File: config.mk
export PLATFORM = sky130hd
export DESIGN_NAME = ckl_regs
export DESIGN_NICKNAME = d
export VERILOG_FILES = /design/src/ckl_pkg.sv /design/src/ckl_key_mux.sv /design/src/ckl_regs.sv
export VERILOG_INCLUDE_DIRS = /design/src
export SDC_FILE = /design/constraint.sdc
export NUM_CORES = 1
export LEC_CHECK = 0
export BUFFER_PORTS_ARGS = -buffer_cell sky130_fd_sc_hd__buf_2
export CAP_MARGIN = 20
export CORE_ASPECT_RATIO = 2
export CORE_UTILIZATION = 32
export DETAILED_ROUTE_END_ITERATION = 10
export GPL_ROUTABILITY_DRIVEN = 0
export SYNTH_ARGS = -nofsm -noshare
export SYNTH_HDL_FRONTEND = slang
export SYNTH_SLANG_ARGS = --single-unit
File: constraint.sdc
create_clock -name sys_clk -period 19.1 [get_ports sys_clk]
set_input_delay 0.955 -clock sys_clk [delete_from_list [all_inputs] [get_ports sys_clk]]
set_output_delay 0.955 -clock sys_clk [all_outputs]
set_load 0.01 [all_outputs]
File: src/ckl_cfg.svh
`ifndef CKL_CFG_SVH
`define CKL_CFG_SVH

`define CKL_ADDR_W 16
`define CKL_OFS_ENABLE 16'h0500
`define CKL_OFS_KEY_SEL 16'h1A38
`define CKL_OFS_KEY_LOCK 16'h1A4C
`define CKL_OFS_ROOT0 16'h1A50
`define CKL_OFS_ROOT1 16'h1A54
`define CKL_OFS_ROOT2 16'h1A58
`define CKL_OFS_ROOT3 16'h1A5C
`define CKL_OFS_LCS 16'h1A60
`define CKL_WORD_STEP 16'h0004

`define CKL_KEY_WORDS 4
`define CKL_KEY_W 128
`define CKL_ENABLE_POS 0
`define CKL_LOCK_POS 0
`define CKL_RETAINED_POS 0
`define CKL_SEL_W 2
`define CKL_LCS_W 3
`define CKL_LCS_VALID_POS 8

`define CKL_SEL_ROOT 2'h0
`define CKL_SEL_SECONDARY 2'h1
`define CKL_LCS_DEBUG 3'h0
`define CKL_LCS_SECURE 3'h2

`define CKL_RST_ENABLE 1'h0
`define CKL_RST_SEL 2'h0
`define CKL_RST_LCS 3'h2

`endif

File: src/ckl_pkg.sv
`default_nettype none
`include "ckl_cfg.svh"

package ckl_pkg;

   typedef struct packed {
      logic [`CKL_ADDR_W-1:0] addr;
      logic [31:0] wdata;
      logic wr;
      logic rd;
   } ckl_bus_req_t;

   typedef struct packed {
      logic enable;
      logic [`CKL_SEL_W-1:0] key_sel;
      logic lock;
   } ckl_key_cfg_t;

   typedef struct packed {
      logic enable;
      logic [`CKL_SEL_W-1:0] key_sel;
      logic lock_set;
      logic lock_used;
      logic [`CKL_KEY_WORDS-1:0][31:0] root_key;
      logic [`CKL_KEY_WORDS-1:0] word_written;
      logic retained;
      logic [`CKL_LCS_W-1:0] lifecycle_state;
      logic lcs_written;
      logic [31:0] rdata;
   } ckl_regs_state_t;

   typedef struct packed {
      logic [`CKL_KEY_W-1:0] key;
   } ckl_mux_state_t;

endpackage

`default_nettype wire

File: src/ckl_key_mux.sv
`timescale 1ns/1ps
`default_nettype none
`include "ckl_cfg.svh"

module ckl_key_mux (
   input wire logic sys_clk,
   input wire logic rst_n,
   input wire ckl_pkg::ckl_key_cfg_t cfg,
   input wire logic [`CKL_KEY_W-1:0] root_key,
   input wire logic [`CKL_KEY_W-1:0] secondary_hw_key,
   output logic [`CKL_KEY_W-1:0] aes_key
);

   ckl_pkg::ckl_mux_state_t m;
   ckl_pkg::ckl_mux_state_t next_m;

   // The key is registered so that the engine never sees a glitch while
   // software rewrites the select or the lock.
   always_comb begin
      next_m = m;
      if (!cfg.enable) begin
         next_m.key = '0;
      end else if (cfg.key_sel == `CKL_SEL_ROOT) begin
         next_m.key = root_key;
      end else if (cfg.key_sel == `CKL_SEL_SECONDARY) begin
         next_m.key = cfg.lock ? '0 : secondary_hw_key;
      end else begin
         next_m.key = '0;
      end
   end

   always_ff @(posedge sys_clk or negedge rst_n) begin
      if (!rst_n) begin
         m <= '0;
      end else begin
         m <= next_m;
      end
   end

   assign aes_key = m.key;

endmodule // ckl_key_mux

`default_nettype wire

File: src/ckl_regs.sv
// Implementation choice: the plain strobed port.
`timescale 1ns/1ps
`default_nettype none
`include "ckl_cfg.svh"

// How it works
// - Select register chooses the AES hardware key.
// - Lock set and select one give zeros.
// - Lock is write-once; secondary key then zeroed.
// - Root key words map to ascending 32-bit slices.
// - Reading root word zero returns retention status.
// - Lock and root words held until reset.
// - Lifecycle state accepts one write per reset.
// - Lifecycle encodings: zero debug, two secure.
// - Valid flag read-only, set once a documented state retained.
// - Root words rewritable in debug, once secure.
// - Retained status reads one only after retention.

module ckl_regs (
   input wire logic sys_clk,
   input wire logic rst_n,
   input wire logic [`CKL_ADDR_W-1:0] reg_addr,
   input wire logic [31:0] reg_wdata,
   input wire logic reg_wr,
   input wire logic reg_rd,
   output logic [31:0] reg_rdata,
   input wire logic [`CKL_KEY_W-1:0] secondary_hw_key,
   output logic [`CKL_KEY_W-1:0] aes_key
);

   logic rst_meta_n;
   logic rst_sync_n;

   // Only the release is synchronised; assertion stays asynchronous.
   always_ff @(posedge sys_clk or negedge rst_n) begin
      if (!rst_n) begin
         rst_meta_n <= 1'b0;
         rst_sync_n <= 1'b0;
      end else begin
         rst_meta_n <= 1'b1;
         rst_sync_n <= rst_meta_n;
      end
   end

   ckl_pkg::ckl_bus_req_t bus;
   ckl_pkg::ckl_regs_state_t s;
   ckl_pkg::ckl_regs_state_t next_s;
   ckl_pkg::ckl_key_cfg_t key_cfg;

   assign bus.addr = reg_addr;
   assign bus.wdata = reg_wdata;
   assign bus.wr = reg_wr;
   assign bus.rd = reg_rd;

   logic hit_enable;
   logic hit_sel;
   logic hit_lock;
   logic hit_lcs;
   logic secure_mode;
   logic lcs_valid;
   logic [`CKL_KEY_WORDS-1:0] hit_word;
   logic [`CKL_KEY_WORDS-1:0] word_open;

   assign hit_enable = bus.wr && (bus.addr == `CKL_OFS_ENABLE);
   assign hit_sel = bus.wr && (bus.addr == `CKL_OFS_KEY_SEL);
   assign hit_lock = bus.wr && (bus.addr == `CKL_OFS_KEY_LOCK);
   assign hit_lcs = bus.wr && (bus.addr == `CKL_OFS_LCS);
   assign secure_mode = (s.lifecycle_state == `CKL_LCS_SECURE);

   // A state that is neither documented code never counts as valid.
   assign lcs_valid = s.lcs_written &&
      ((s.lifecycle_state == `CKL_LCS_DEBUG) || (s.lifecycle_state == `CKL_LCS_SECURE));

   genvar gi;
   generate
      for (gi = 0; gi < `CKL_KEY_WORDS; gi++) begin : g_word
         assign hit_word[gi] = bus.wr &&
            (bus.addr == 16'(`CKL_OFS_ROOT0 + gi * `CKL_WORD_STEP));
         // In secure mode each word takes its first write only.
         assign word_open[gi] = !(secure_mode && s.word_written[gi]);
      end
   endgenerate

   always_comb begin
      next_s = s;
      next_s.rdata = '0;

      if (hit_enable) begin
         next_s.enable = bus.wdata[`CKL_ENABLE_POS];
      end
      if (hit_sel) begin
         next_s.key_sel = bus.wdata[`CKL_SEL_W-1:0];
      end

      // The first write consumes the lock even if it writes zero.
      if (hit_lock && !s.lock_used) begin
         next_s.lock_set = bus.wdata[`CKL_LOCK_POS];
         next_s.lock_used = 1'b1;
      end

      for (int i = 0; i < `CKL_KEY_WORDS; i++) begin
         if (hit_word[i] && word_open[i]) begin
            next_s.root_key[i] = bus.wdata;
            next_s.word_written[i] = 1'b1;
         end
      end

      // Retention completes one cycle after the last word lands.
      if (&s.word_written) begin
         next_s.retained = 1'b1;
      end

      if (hit_lcs && !s.lcs_written) begin
         next_s.lifecycle_state = bus.wdata[`CKL_LCS_W-1:0];
         next_s.lcs_written = 1'b1;
      end

      if (bus.rd) begin
         unique case (bus.addr)
            `CKL_OFS_ENABLE: begin
               next_s.rdata[`CKL_ENABLE_POS] = s.enable;
            end
            `CKL_OFS_KEY_SEL: begin
               next_s.rdata[`CKL_SEL_W-1:0] = s.key_sel;
            end
            `CKL_OFS_KEY_LOCK: begin
               next_s.rdata[`CKL_LOCK_POS] = s.lock_set;
            end
            `CKL_OFS_ROOT0: begin
               next_s.rdata[`CKL_RETAINED_POS] = s.retained;
            end
            `CKL_OFS_LCS: begin
               next_s.rdata[`CKL_LCS_W-1:0] = s.lifecycle_state;
               next_s.rdata[`CKL_LCS_VALID_POS] = lcs_valid;
            end
            default: begin
               next_s.rdata = '0;
            end
         endcase
      end
   end

   // Key material and the lock are cleared only by reset, modelling
   // the always-on retention of the real subsystem.
   always_ff @(posedge sys_clk or negedge rst_sync_n) begin
      if (!rst_sync_n) begin
         s <= '{
            enable: `CKL_RST_ENABLE,
            key_sel: `CKL_RST_SEL,
            lifecycle_state: `CKL_RST_LCS,
            default: '0
         };
      end else begin
         s <= next_s;
      end
   end

   assign reg_rdata = s.rdata;

   assign key_cfg.enable = s.enable;
   assign key_cfg.key_sel = s.key_sel;
   assign key_cfg.lock = s.lock_set;

   ckl_key_mux u_key_mux (
      .sys_clk(sys_clk),
      .rst_n(rst_sync_n),
      .cfg(key_cfg),
      .root_key(s.root_key),
      .secondary_hw_key(secondary_hw_key),
      .aes_key(aes_key)
   );

   // Each root word gets the same pair of write checks.
   genvar gk;
   generate
      for (gk = 0; gk < `CKL_KEY_WORDS; gk++) begin : g_word_chk

      end
   endgenerate
endmodule // ckl_regs

`default_nettype wire

### Word level (Yosys, flattened, before mapping)

Index checks and enable logic that the tools add are counted.

| storage, ports and cells | value |
|---|---|
| logic and storage cells | 67 |
| register bits after elaboration | 304 |
| bits of input ports | 180 |

| operators by class | value |
|---|---|
| reduce and logical (&&, ||, !) cells | 29 |
| equality and inequality tests | 10 |
| mux-type cells | 9 |

Operators with widths:

| cell | number |
|---|---|
| 128-bit 2-to-1 mux | 4 |
| 16-bit by 13-bit == test with 1-bit output (second input constant) | 7 |
| 1-bit logical AND | 19 |
| 16-bit by 11-bit == test with 1-bit output (second input constant) | 1 |
| 9-bit 2-to-1 mux | 1 |
| 1-bit logical NOT | 6 |
| 1-bit one-hot mux with 5 select lines | 1 |
| 4-bit AND reduction | 1 |
| 3-bit by 2-bit == test with 1-bit output (second input constant) | 1 |
| 3-bit logical NOT | 1 |
| 2-bit by 1-bit == test with 1-bit output (second input constant) | 1 |
| 2-bit logical NOT | 1 |
| 1-bit 2-to-1 mux | 2 |
| 1-bit one-hot mux with 2 select lines | 1 |
| 1-bit logical OR | 1 |

### Longest topological paths before layout

Gate-level depths: netlist (run 1).

| logic depth | value |
|---|---|
| depth in word-level cells | 5 |
| gate-level depth with buffers | 6 |

### By module

From an unflattened synthesis (run 1), not the netlist that was laid out.

| unflattened totals | value |
|---|---|
| cell total of the unflattened synthesis | 966 |
| area, all modules | 11841.4 µm² |

By module, submodules not included:

| module | area each (µm²) | cells an instance | instances |
|---|---|---|---|
| ckl_regs | 5995.8 | 397 | 1 |
| ckl_key_mux | 5845.6 | 569 | 1 |

### Worst setup path before layout (run 1)

Ideal clock, no wire load.

| path | value |
|---|---|
| path type | input to register |
| start point | input reg_addr[0] |
| end point | register s[108] in the netlist's numbering |
| cell stages on the path | 6 |
| library setup time | 0.125 ns |
| setup slack | 15.814 ns |
| arrival time | 3.161 ns |
| path through | or4_1 > or4_1 > buf_4 > a2111oi_4 > buf_6 > mux2_2 |

| between the ends | value |
|---|---|
| word-level cells in the longest chain between the ends | 3 |

Ends and longest elaborated chain:

| element | line | text |
|---|---|---|
| from (decl) | ckl_regs.sv:22 | `` input wire logic [`CKL_ADDR_W-1:0] reg_addr, `` |
| 16-bit by 13-bit == test with 1-bit output | ckl_regs.sv:78 | `` (bus.addr == 16'(`CKL_OFS_ROOT0 + gi * `CKL_WORD_STEP)); `` |
| 1-bit logical AND | ckl_regs.sv:77 | `assign hit_word[gi] = bus.wr &&` |
| 1-bit logical AND | ckl_regs.sv:102 | `if (hit_word[i] && word_open[i]) begin` |
| to (signal assigned) | ckl_regs.sv:147 | `s <= '{` |
| to (signal assigned) | ckl_regs.sv:154 | `s <= next_s;` |
| to (decl) | ckl_regs.sv:46 | `ckl_pkg::ckl_regs_state_t s;` |

No other way between the ends.
A chain may end at the register's enable or synchronous reset.

### Final worst setup path (run 1)

| path | value |
|---|---|
| start point | input reg_addr[0] |
| end point | register s[152] in the netlist's numbering |

Same word-level chain as after synthesis.

==> results of run 1 <==
metrics by stage:
stage | cells | instance area (um^2) | hold slack [ps]
after floorplan | 840 | 11400 | 331
after global placement | 1518 | 13100 | 286
after detailed placement | 1519 | 13100 | 286
after CTS | 1567 | 14100 | 153
after global routing | 1574 | 14100 | 163
final | 1575 | 14100 | 193
Yosys cell counts:
master	count	area [um^2]
or2_2	1	6.26
a41o_1	1	10.0
a21oi_1	1	5.00
and2_1	2	12.5
nor4b_1	3	26.3
a31oi_1	1	6.26
nand4b_1	1	8.76
nand4_1	3	18.8
nand3_1	1	5.00
a2111o_1	1	11.3
nor4_1	4	25.0
or4_1	3	22.5
buf_1	1	3.75
or3_1	2	12.5
mux2_1	4	45.0
conb_1	2	7.51
or4bb_1	1	11.3
nor2_1	2	7.51
or4b_2	1	10.0
nor3b_1	2	15.0
a22oi_1	128	961
dfrtp_1	275	6880
a22o_1	1	8.76
mux2_4	30	450
nand2b_1	3	18.8
dfstp_2	1	26.3
a2111oi_4	3	82.6
buf_6	12	135
nand2_1	3	11.3
mux2_2	101	1140
nand3b_1	2	15.0
nor3_1	1	5.00
inv_1	2	7.51
o21bai_1	6	45.0
o211ai_1	1	7.51
nor2b_1	129	807
and3_1	4	25.0
buf_4	33	248
clkbuf_1	41	154
final timing paths:
path	end	cells after the start
worst max register to register	s[43]$_DFFE_PN0P_	2
worst min register to register	u_key_mux.aes_key[59]$_DFF_PN0_	0
worst min-delay path	rst_sync_n$_DFF_PN0_	1
max in group asynchronous	s[43]$_DFFE_PN0P_	2
min in group sys_clk	rst_sync_n$_DFF_PN0_	0
worst max-delay path	s[152]$_DFFE_PN0P_	6
routing by layer:
layer,vias to the layer above,share of wire,GRT usage
li1,3412,-,-
met1,3901,0.35,0.179
met2,261,0.56,0.322
met3,66,0.052,0.0305
met4,4,0.038,0.0832
met5,-,0.00084,0
flip-flops by register name, summed over array words and instances, names as in the netlist:
name	cells
s	138
rst_meta_n	1
reg_rdata	4
u_key_mux.aes_key	128
rst_sync_n	1
key_cfg	4
cell usage in the layout, fill, tap and decap left out, drive strengths merged, types with 2 or more instances in the layout:
master	n
a2111oi	3
a22oi	128
and2	2
and3	4
buf	322
bufinv	7
clkbuf	33
clkinv	4
clkinvlp	2
conb	29
dfrtp	275
diode	7
inv	4
mux2	135
nand2	3
nand2b	3
nand3b	2
nand4	3
nor2	2
nor2b	129
nor3b	2
nor4	4
nor4b	3
o21bai	6
or3	2
or4	3
kinds of logic (layout without fill, tap and decap cells):
group                  Yosys count  in the layout  synth area share
AO/OA/AOI/OAI                  143            143             0.101
buffers and inverters           89            372            0.0485
flip-flops                     276            276             0.611
multiplexers                   135            135             0.145
other                            2             36          0.000665
AND/OR/NAND/NOR                168            168            0.0941
power groups by stage:
stage | Sequential [W] | Clock (W) | Combinational [W]
finish | 0.000586 | 0.000604 | 0.0000413
global route | 0.000586 | 0.000643 | 0.0000461
CTS | 0.000586 | 0.000623 | 0.0000424
detailed placement | 0.000597 | 0 | 0.0000422
global placement | 0.000597 | 0 | 0.0000419
floorplan | 0.000604 | 0 | 0.00000957
layout make-up:
class / instances / area (um^2)
diodes: 7 / 17.5
clock buffers: 33 / 738
clock inverters: 15 / 270
fillers: 3359 / 20800
inverters: 2 / 7.51
multi-input cells: 475 / 3960
flip-flops and latches: 276 / 6920
well taps: 445 / 557
repair buffers: 322 / 1680
==> results.sh, run 1 <==
export IMPL_status="finished, final reports clean"
export IMPL_core_area_mm2=0.0350
export IMPL_hpwl_um=21300
export IMPL_crit_top_cell="or4_1"
export IMPL_wl_per_cell_um=19.7
export IMPL_initial_utilization=0.323
export IMPL_maxCapViolations=0
export IMPL_tightestPinTransition_ps=960
export IMPL_crit_chain="buf_2, or4_1, or4_1, a2111o_2, buf_12, mux2_4"
export IMPL_worstHoldPathType="primary input to asynchronous set/reset pin"
export IMPL_slew_headroom=0.360
export IMPL_p_sw_frac=0.212
export IMPL_timing_final_crit_share=0.171
export IMPL_fin_ws_ps=15840
export IMPL_area_growth_pct=25.2
export IMPL_yosysWarnings=0
export IMPL_ys_types=39
export IMPL_grt_pass1_vias=8031
export IMPL_hold_violations=0
export IMPL_fin_crit_ps=3260
export IMPL_cts_buffers=26
export IMPL_irDropWorstVdd_mv=0.0638
export IMPL_critPathArrivalTime_ps=3690
export IMPL_max_stage_delay_ps=740
export IMPL_cpMaxStageDelayCell="or4_1"
export IMPL_cts_resized=0
export IMPL_clkPwrFrac=0.491
export IMPL_drt_antenna_violating_nets=0
export IMPL_leakage_nw=7.04
export IMPL_power_density_mw_per_mm2=87.1
export IMPL_crit_fanout=20
export IMPL_antenna_found_initial=8
export IMPL_cts_tree="done"
export IMPL_numPortBuffers=311
export IMPL_p_int_w=0.000970
export IMPL_fmaxAchievable_ghz=0.307
export IMPL_post_place_ws_ps=15170
export IMPL_fin_util=0.405
export IMPL_grt_setup_unrepaired="no"
export IMPL_drv_slew=0
export IMPL_worstSetupStartpointType="primary input"
export IMPL_path_delay_family="simple AND/OR/NAND/NOR gates"
export IMPL_htree_levels=1
export IMPL_grt_pass1_wl_um=46600
export IMPL_drive_gt1_frac=0.454
export IMPL_rows=97
export IMPL_synthesis_area_mm2=0.0113
export IMPL_grt_use_total=0.171
export IMPL_synth_seq_cells=276
export IMPL_worstReg2RegStart="rst_sync_n$_DFF_PN0_"
export IMPL_avgSynthCellArea_um2=13.9
export IMPL_wirelength_um=31100
export IMPL_grt_max_degree=172
export IMPL_skew_ps=21.7
export IMPL_die_h_um=268
export IMPL_fp_dieW_um=135
export IMPL_clock_path_buffers=3
export IMPL_first_pass_iters=4
export IMPL_clkSlewWorstSetupHoldPaths_ps=70
export IMPL_yosysSeqAreaShare=0.611
export IMPL_vias=7644
export IMPL_fin_nets=1283
export IMPL_insertion_delay_ps=550
export IMPL_cts_root_buffer="clkbuf_16"
export IMPL_drt_iter0_markers=382
export IMPL_postCtsSetupBuffers=0
export IMPL_rrSetupSlack_ps=16640
export IMPL_worstSetupPathType="primary input to flop"
export IMPL_pin_count=340
export IMPL_switchingPower_w=0.000262
export IMPL_power_frac_comb=0.034
export IMPL_power_total_w=0.00123
export IMPL_crit_start="reg_addr[0]"
export IMPL_hold_buffers=0
export IMPL_sequentialPowerShare=0.476
export IMPL_via_per_inst=4.85
export IMPL_grt_ovfl_total=0
export IMPL_end_kind="flop"
export IMPL_drc=0
export IMPL_cp_required_ps=19530
export IMPL_synthCells=813
export IMPL_cts_sinks=276
export IMPL_crit_buf_inv=2
export IMPL_fin_setup_tns_ps=0
export IMPL_setup_viol=0
export IMPL_die_area_mm2=0.0361
(Power assumes the default switching activity.)
==> inputs of run 2 (changes only) <==
==> constraint.sdc (replaced) <==
create_clock -name sys_clk -period 3.32 [get_ports sys_clk]
set_input_delay 0.166 -clock sys_clk [delete_from_list [all_inputs] [get_ports sys_clk]]
set_output_delay 0.166 -clock sys_clk [all_outputs]
set_load 0.01 [all_outputs]
==> run 2 against run 1 <==
Critical path depth increased by 1. Clock skew decreased by 13 ps. Clock power grew to 5.1 times the previous value. Combinational power rose to 9.7 times the previous value. Final cell count is 11% higher. Critical endpoint unchanged. Largest cell class unchanged. Largest power group is now registers. Highest routed layer is now met4.
==> results.sh, run 2 (synthesized netlist as in run 1, its figures left out) <==
export IMPL_status="finished, final reports clean"
export IMPL_mostFrequentLayoutCell="buf_2"
export IMPL_fillers=3143
export IMPL_skew_ps=8.64
export IMPL_htree_levels=1
export IMPL_fp_dieW_um=135
export IMPL_grt_max_degree=101
export IMPL_worstReg2RegStart="key_cfg[3]$_DFFE_PN0P_"
export IMPL_antenna_found_initial=2
export IMPL_area_growth_pct=39.1
export IMPL_pin_count=340
export IMPL_numPortBuffers=311
export IMPL_grt_pass1_wl_um=49800
export IMPL_postCtsSetupBuffers=0
export IMPL_end_kind="flop"
export IMPL_first_pass_iters=4
export IMPL_hold_buffers=165
export IMPL_largest_reg_flops=138
export IMPL_rows=97
export IMPL_cts_buffers=26
export IMPL_wirelength_um=32600
export IMPL_drt_iter0_markers=369
export IMPL_min_from="reg_wdata[1]"
export IMPL_worst_r2r_endpoint="reg_rdata[0]$_DFF_PN0_"
export IMPL_worstSetupPathType="primary input to flop"
export IMPL_largest_register="s"
export IMPL_crit_fanout=20
export IMPL_grt_ovfl_total=0
export IMPL_final_cell_mix="buf_2, dfrtp_1, dlygate4sd3_1, nor2b_1, a22oi_1"
export IMPL_power_density_mw_per_mm2=435
export IMPL_vias=8339
export IMPL_fmaxAchievable_ghz=0.371
export IMPL_multi_input_area_mm2=0.00396
export IMPL_grt_setup_unrepaired="no"
export IMPL_placed_cells=1529
export IMPL_core_area_mm2=0.0350
export IMPL_via_per_inst=4.78
export IMPL_cts_tree="done"
export IMPL_critPathArrivalTime_ps=3110
export IMPL_grt_pass1_vias=8949
export IMPL_hold_violations=0
export IMPL_timing_final_crit_share=0.812
export IMPL_hold_path_endpoint="s[42]$_DFFE_PN0P_"
export IMPL_fin_util=0.450
export IMPL_clkSlewWorstSetupHoldPaths_ps=70
export IMPL_crit_start="reg_wr"
export IMPL_worstSetupStartpointType="primary input"
export IMPL_r2r_cells=3
export IMPL_drt_antenna_violating_nets=0
export IMPL_slew_headroom=0.376
export IMPL_hpwl_um=22000
export IMPL_cts_resized=0
export IMPL_fin_nets=1457
export IMPL_maxCapViolations=0
export IMPL_initial_utilization=0.323
export IMPL_drive_gt1_frac=0.398
export IMPL_grt_use_total=0.180
export IMPL_insertion_delay_ps=540
export IMPL_fin_setup_tns_ps=0
export IMPL_clock_path_buffers=3
export IMPL_final_instance_count_excl_fill=1744
export IMPL_cp_required_ps=3740
export IMPL_die_area_mm2=0.0361
export IMPL_rrSetupSlack_ps=1250
export IMPL_irDropWorstVdd_mv=0.388
export IMPL_worstHoldPathType="primary input to flop"
export IMPL_cts_root_buffer="clkbuf_16"
export IMPL_leakage_nw=7.71
export IMPL_cts_sinks=276
export IMPL_setup_viol=0
export IMPL_hold_path_depth=2
export IMPL_drv_slew=0
export IMPL_die_h_um=268
export IMPL_fin_crit_ps=2690
export IMPL_seqCellArea_mm2=0.00692
export IMPL_tightestPinTransition_ps=936
export IMPL_drc=0
export IMPL_wl_per_cell_um=18.7
## run 2: through the flow
stage / power [W] / hold slack, ps / cell area (um^2) / setup slack [ps]
after floorplan: 0.00353 / -130 / 11400 / 562
after global placement: 0.00368 / -47.3 / 13200 / 512
after detailed placement: 0.00368 / -47.3 / 13200 / 467
after CTS: 0.00695 / 4.02 / 15700 / 652
after global routing: 0.00710 / 25.0 / 15700 / 570
final: 0.00684 / 34.0 / 15700 / 626
## run 2: power breakdown
group | total (W) | switching (W) | internal [W] | leakage [nW]
Combinational | 0.000402 | 0.000185 | 0.000217 | 3.44
Clock | 0.00306 | 0.00132 | 0.00174 | 0.428
Sequential | 0.00337 | 0.0000112 | 0.00336 | 3.85
Total | 0.00684 | 0.00152 | 0.00532 | 7.71
## run 2: cell type report
| cell class | count | area share |
|---|---|---|
| Clock buffer | 35 | 0.0475 |
| Clock inverter | 12 | 0.00828 |
| Timing Repair Buffer | 496 | 0.216 |
| Sequential cell | 276 | 0.440 |
| Tap cell | 445 | 0.0354 |
| Antenna cell | 3 | 0.000478 |
| Inverter | 2 | 0.000478 |
| Multi-Input combinational cell | 475 | 0.252 |
## run 2: routing by layer
metal | wire [um] | track usage | up-vias
met4 | 1660 | 0.0981 | 0
met2 | 17800 | 0.341 | 320
li1 | - | - | 3757
met3 | 1400 | 0.0220 | 91
met1 | 11700 | 0.191 | 4171
met5 | 0 | 0 | -
## run 2: worst max-delay path by stage
| stage | to | slack (ps) | cells after the start |
|---|---|---|---|
| detailed placement | s[154]$_DFFE_PN0P_ | 470 | 6 |
| global route | s[92]$_DFFE_PN0P_ | 570 | 7 |
| floorplan | key_cfg[0]$_DFFE_PN0P_ | 560 | 0 |
| CTS | s[152]$_DFFE_PN0P_ | 650 | 7 |
| finish | s[152]$_DFFE_PN0P_ | 630 | 7 |
| global placement | s[152]$_DFFE_PN0P_ | 510 | 6 |
## run 2: critical path, cell delays in order
cell,delay (ps)
dlygate4sd3_1,520
buf_2,130
or4bb_1,480
or4_1,640
a2111o_2,530
buf_4,260
mux2_4,350
==> inputs of run 3 (changes only) <==
==> constraint.sdc (replaced) <==
create_clock -name sys_clk -period 2.75 [get_ports sys_clk]
set_input_delay 0.1375 -clock sys_clk [delete_from_list [all_inputs] [get_ports sys_clk]]
set_output_delay 0.1375 -clock sys_clk [all_outputs]
set_load 0.01 [all_outputs]
==> run 3 against run 2 <==
Clock power increased by 15%. Sequential share of layout area is 0.091 points lower. Clock-buffer cell count stayed put.
==> results.sh, run 3 (synthesized netlist as in run 1, its figures left out) <==
export IMPL_grt_setup_unrepaired="no"
export IMPL_htree_levels=1
export IMPL_insertion_delay_ps=540
export IMPL_crit_top_cell="or4_1"
export IMPL_grt_pass1_wl_um=50300
export IMPL_largest_reg_flops=138
export IMPL_die_h_um=268
export IMPL_fin_crit_ps=2640
export IMPL_grt_ovfl_total=0
export IMPL_hold_path_depth=4
export IMPL_min_from="reg_addr[11]"
export IMPL_hold_buffers=168
export IMPL_clock_path_buffers=3
export IMPL_wl_per_cell_um=18.8
export IMPL_antenna_found_initial=3
export IMPL_drt_antenna_violating_nets=0
export IMPL_wirelength_um=32900
export IMPL_worstSetupPathType="primary input to flop"
export IMPL_vias=8388
export IMPL_cts_tree="done"
export IMPL_first_pass_iters=5
export IMPL_hold_violations=0
export IMPL_cpMaxStageDelayCell="or4_1"
export IMPL_cp_required_ps=3170
export IMPL_max_stage_delay_ps=730
export IMPL_grt_use_total=0.182
export IMPL_crit_fanout=12
export IMPL_postPlaceCellArea_mm2=0.0132
export IMPL_fp_dieW_um=135
export IMPL_hold_path_endpoint="key_cfg[3]$_DFFE_PN0P_"
export IMPL_clkSlewWorstSetupHoldPaths_ps=70
export IMPL_largest_register="s"
export IMPL_cts_sinks=276
export IMPL_drc=0
export IMPL_tightestPinTransition_ps=1040
export IMPL_pin_count=340
export IMPL_fin_ws_ps=105
export IMPL_fmaxAchievable_ghz=0.378
export IMPL_crit_chain="dlygate4sd3_1, buf_2, or4_1, or4_1, a2111oi_4, buf_4, mux2_2"
export IMPL_grt_max_degree=113
export IMPL_irDropWorstVdd_mv=0.573
export IMPL_end_kind="flop"
export IMPL_worstReg2RegStart="key_cfg[3]$_DFFE_PN0P_"
export IMPL_cts_resized=0
export IMPL_die_area_mm2=0.0361
export IMPL_maxCapViolations=0
export IMPL_timing_final_crit_share=0.962
export IMPL_area_growth_pct=39.4
export IMPL_worstHoldPathType="primary input to flop"
export IMPL_worst_hold_slack_ps=38.1
export IMPL_setup_viol=0
export IMPL_mostFrequentLayoutCell="buf_2"
export IMPL_worst_r2r_endpoint="reg_rdata[0]$_DFF_PN0_"
export IMPL_drt_iter0_markers=370
export IMPL_rows=97
export IMPL_core_area_mm2=0.0350
export IMPL_postCtsSetupBuffers=0
export IMPL_r2r_cells=3
export IMPL_grt_pass1_vias=8964
export IMPL_skew_ps=16.5
export IMPL_hpwl_um=21700
export IMPL_drv_slew=0
export IMPL_power_density_mw_per_mm2=513
export IMPL_worstSetupStartpointType="primary input"
export IMPL_cts_buffers=25
export IMPL_final_cell_mix="buf_2, dfrtp_1, dlygate4sd3_1, nor2b_1, a22oi_1"
export IMPL_crit_buf_inv=3
export IMPL_cts_root_buffer="clkbuf_16"
export IMPL_critPathArrivalTime_ps=3060
export IMPL_status="finished, final reports clean"
export IMPL_via_per_inst=4.81
export IMPL_numPortBuffers=311
export IMPL_path_delay_family="simple AND/OR/NAND/NOR gates"
export IMPL_slew_headroom=0.307
export IMPL_fin_setup_tns_ps=0
export IMPL_post_place_ws_ps=-31.1
export IMPL_drive_gt1_frac=0.396
export IMPL_leakage_nw=7.72
export IMPL_power_total_w=0.00807
export IMPL_stdcell_area_mm2=0.0157
export IMPL_fin_nets=1457
export IMPL_rrSetupSlack_ps=610
export IMPL_initial_utilization=0.323
[run 3: power by group]
part	total [W]	switching (W)	internal (W)
registers	0.00407	0.00000801	0.00406
clock network	0.00351	0.00157	0.00194
logic	0.000494	0.000229	0.000265
[run 3: worst register-to-register path, stage by stage (launching register included)]
cell           delay, ps
dfrtp_4             1100
nand4_1              190
a31oi_1              220
dlygate4sd3_1        570
[run 3: worst max path at each step]
stage | startpoint | to | slack (ps) | cells after the start
after floorplan | rst_sync_n$_DFF_PN0_ | key_cfg[0]$_DFFE_PN0P_ | -8 | 0
after global placement | reg_addr[0] | s[132]$_DFFE_PN0P_ | 4 | 6
after detailed placement | reg_addr[0] | s[92]$_DFFE_PN0P_ | -30 | 6
after CTS | reg_addr[14] | s[132]$_DFFE_PN0P_ | 110 | 7
after global routing | reg_addr[14] | s[90]$_DFFE_PN0P_ | 20 | 7
final | reg_addr[14] | s[132]$_DFFE_PN0P_ | 110 | 7
[run 3: stage by stage]
stage          instances   util
2_1_floorplan        840      -
3_3_place_gp        1527  0.379
6_report            1745  0.451
3_5_place_dp        1527  0.379
4_1_cts             1741  0.450
5_1_grt             1744  0.450
[run 3: cell type report]
cell class	instances	area, um^2
tap	445	557
clock inverter	11	92.6
multi-input combinational	475	3960
clock buffer	35	723
antenna	4	10.0
fill	3178	19200
sequential	276	6920
timing repair buffer	497	3490
inverter	2	7.51
[run 3: routing by layer]
metal  part of all wire  wire (um)  GRT usage
met1               0.36      11900      0.197
met2               0.55      17900      0.340
met3              0.043       1410     0.0231
met4              0.050       1630     0.0954
met5                  0          0          0
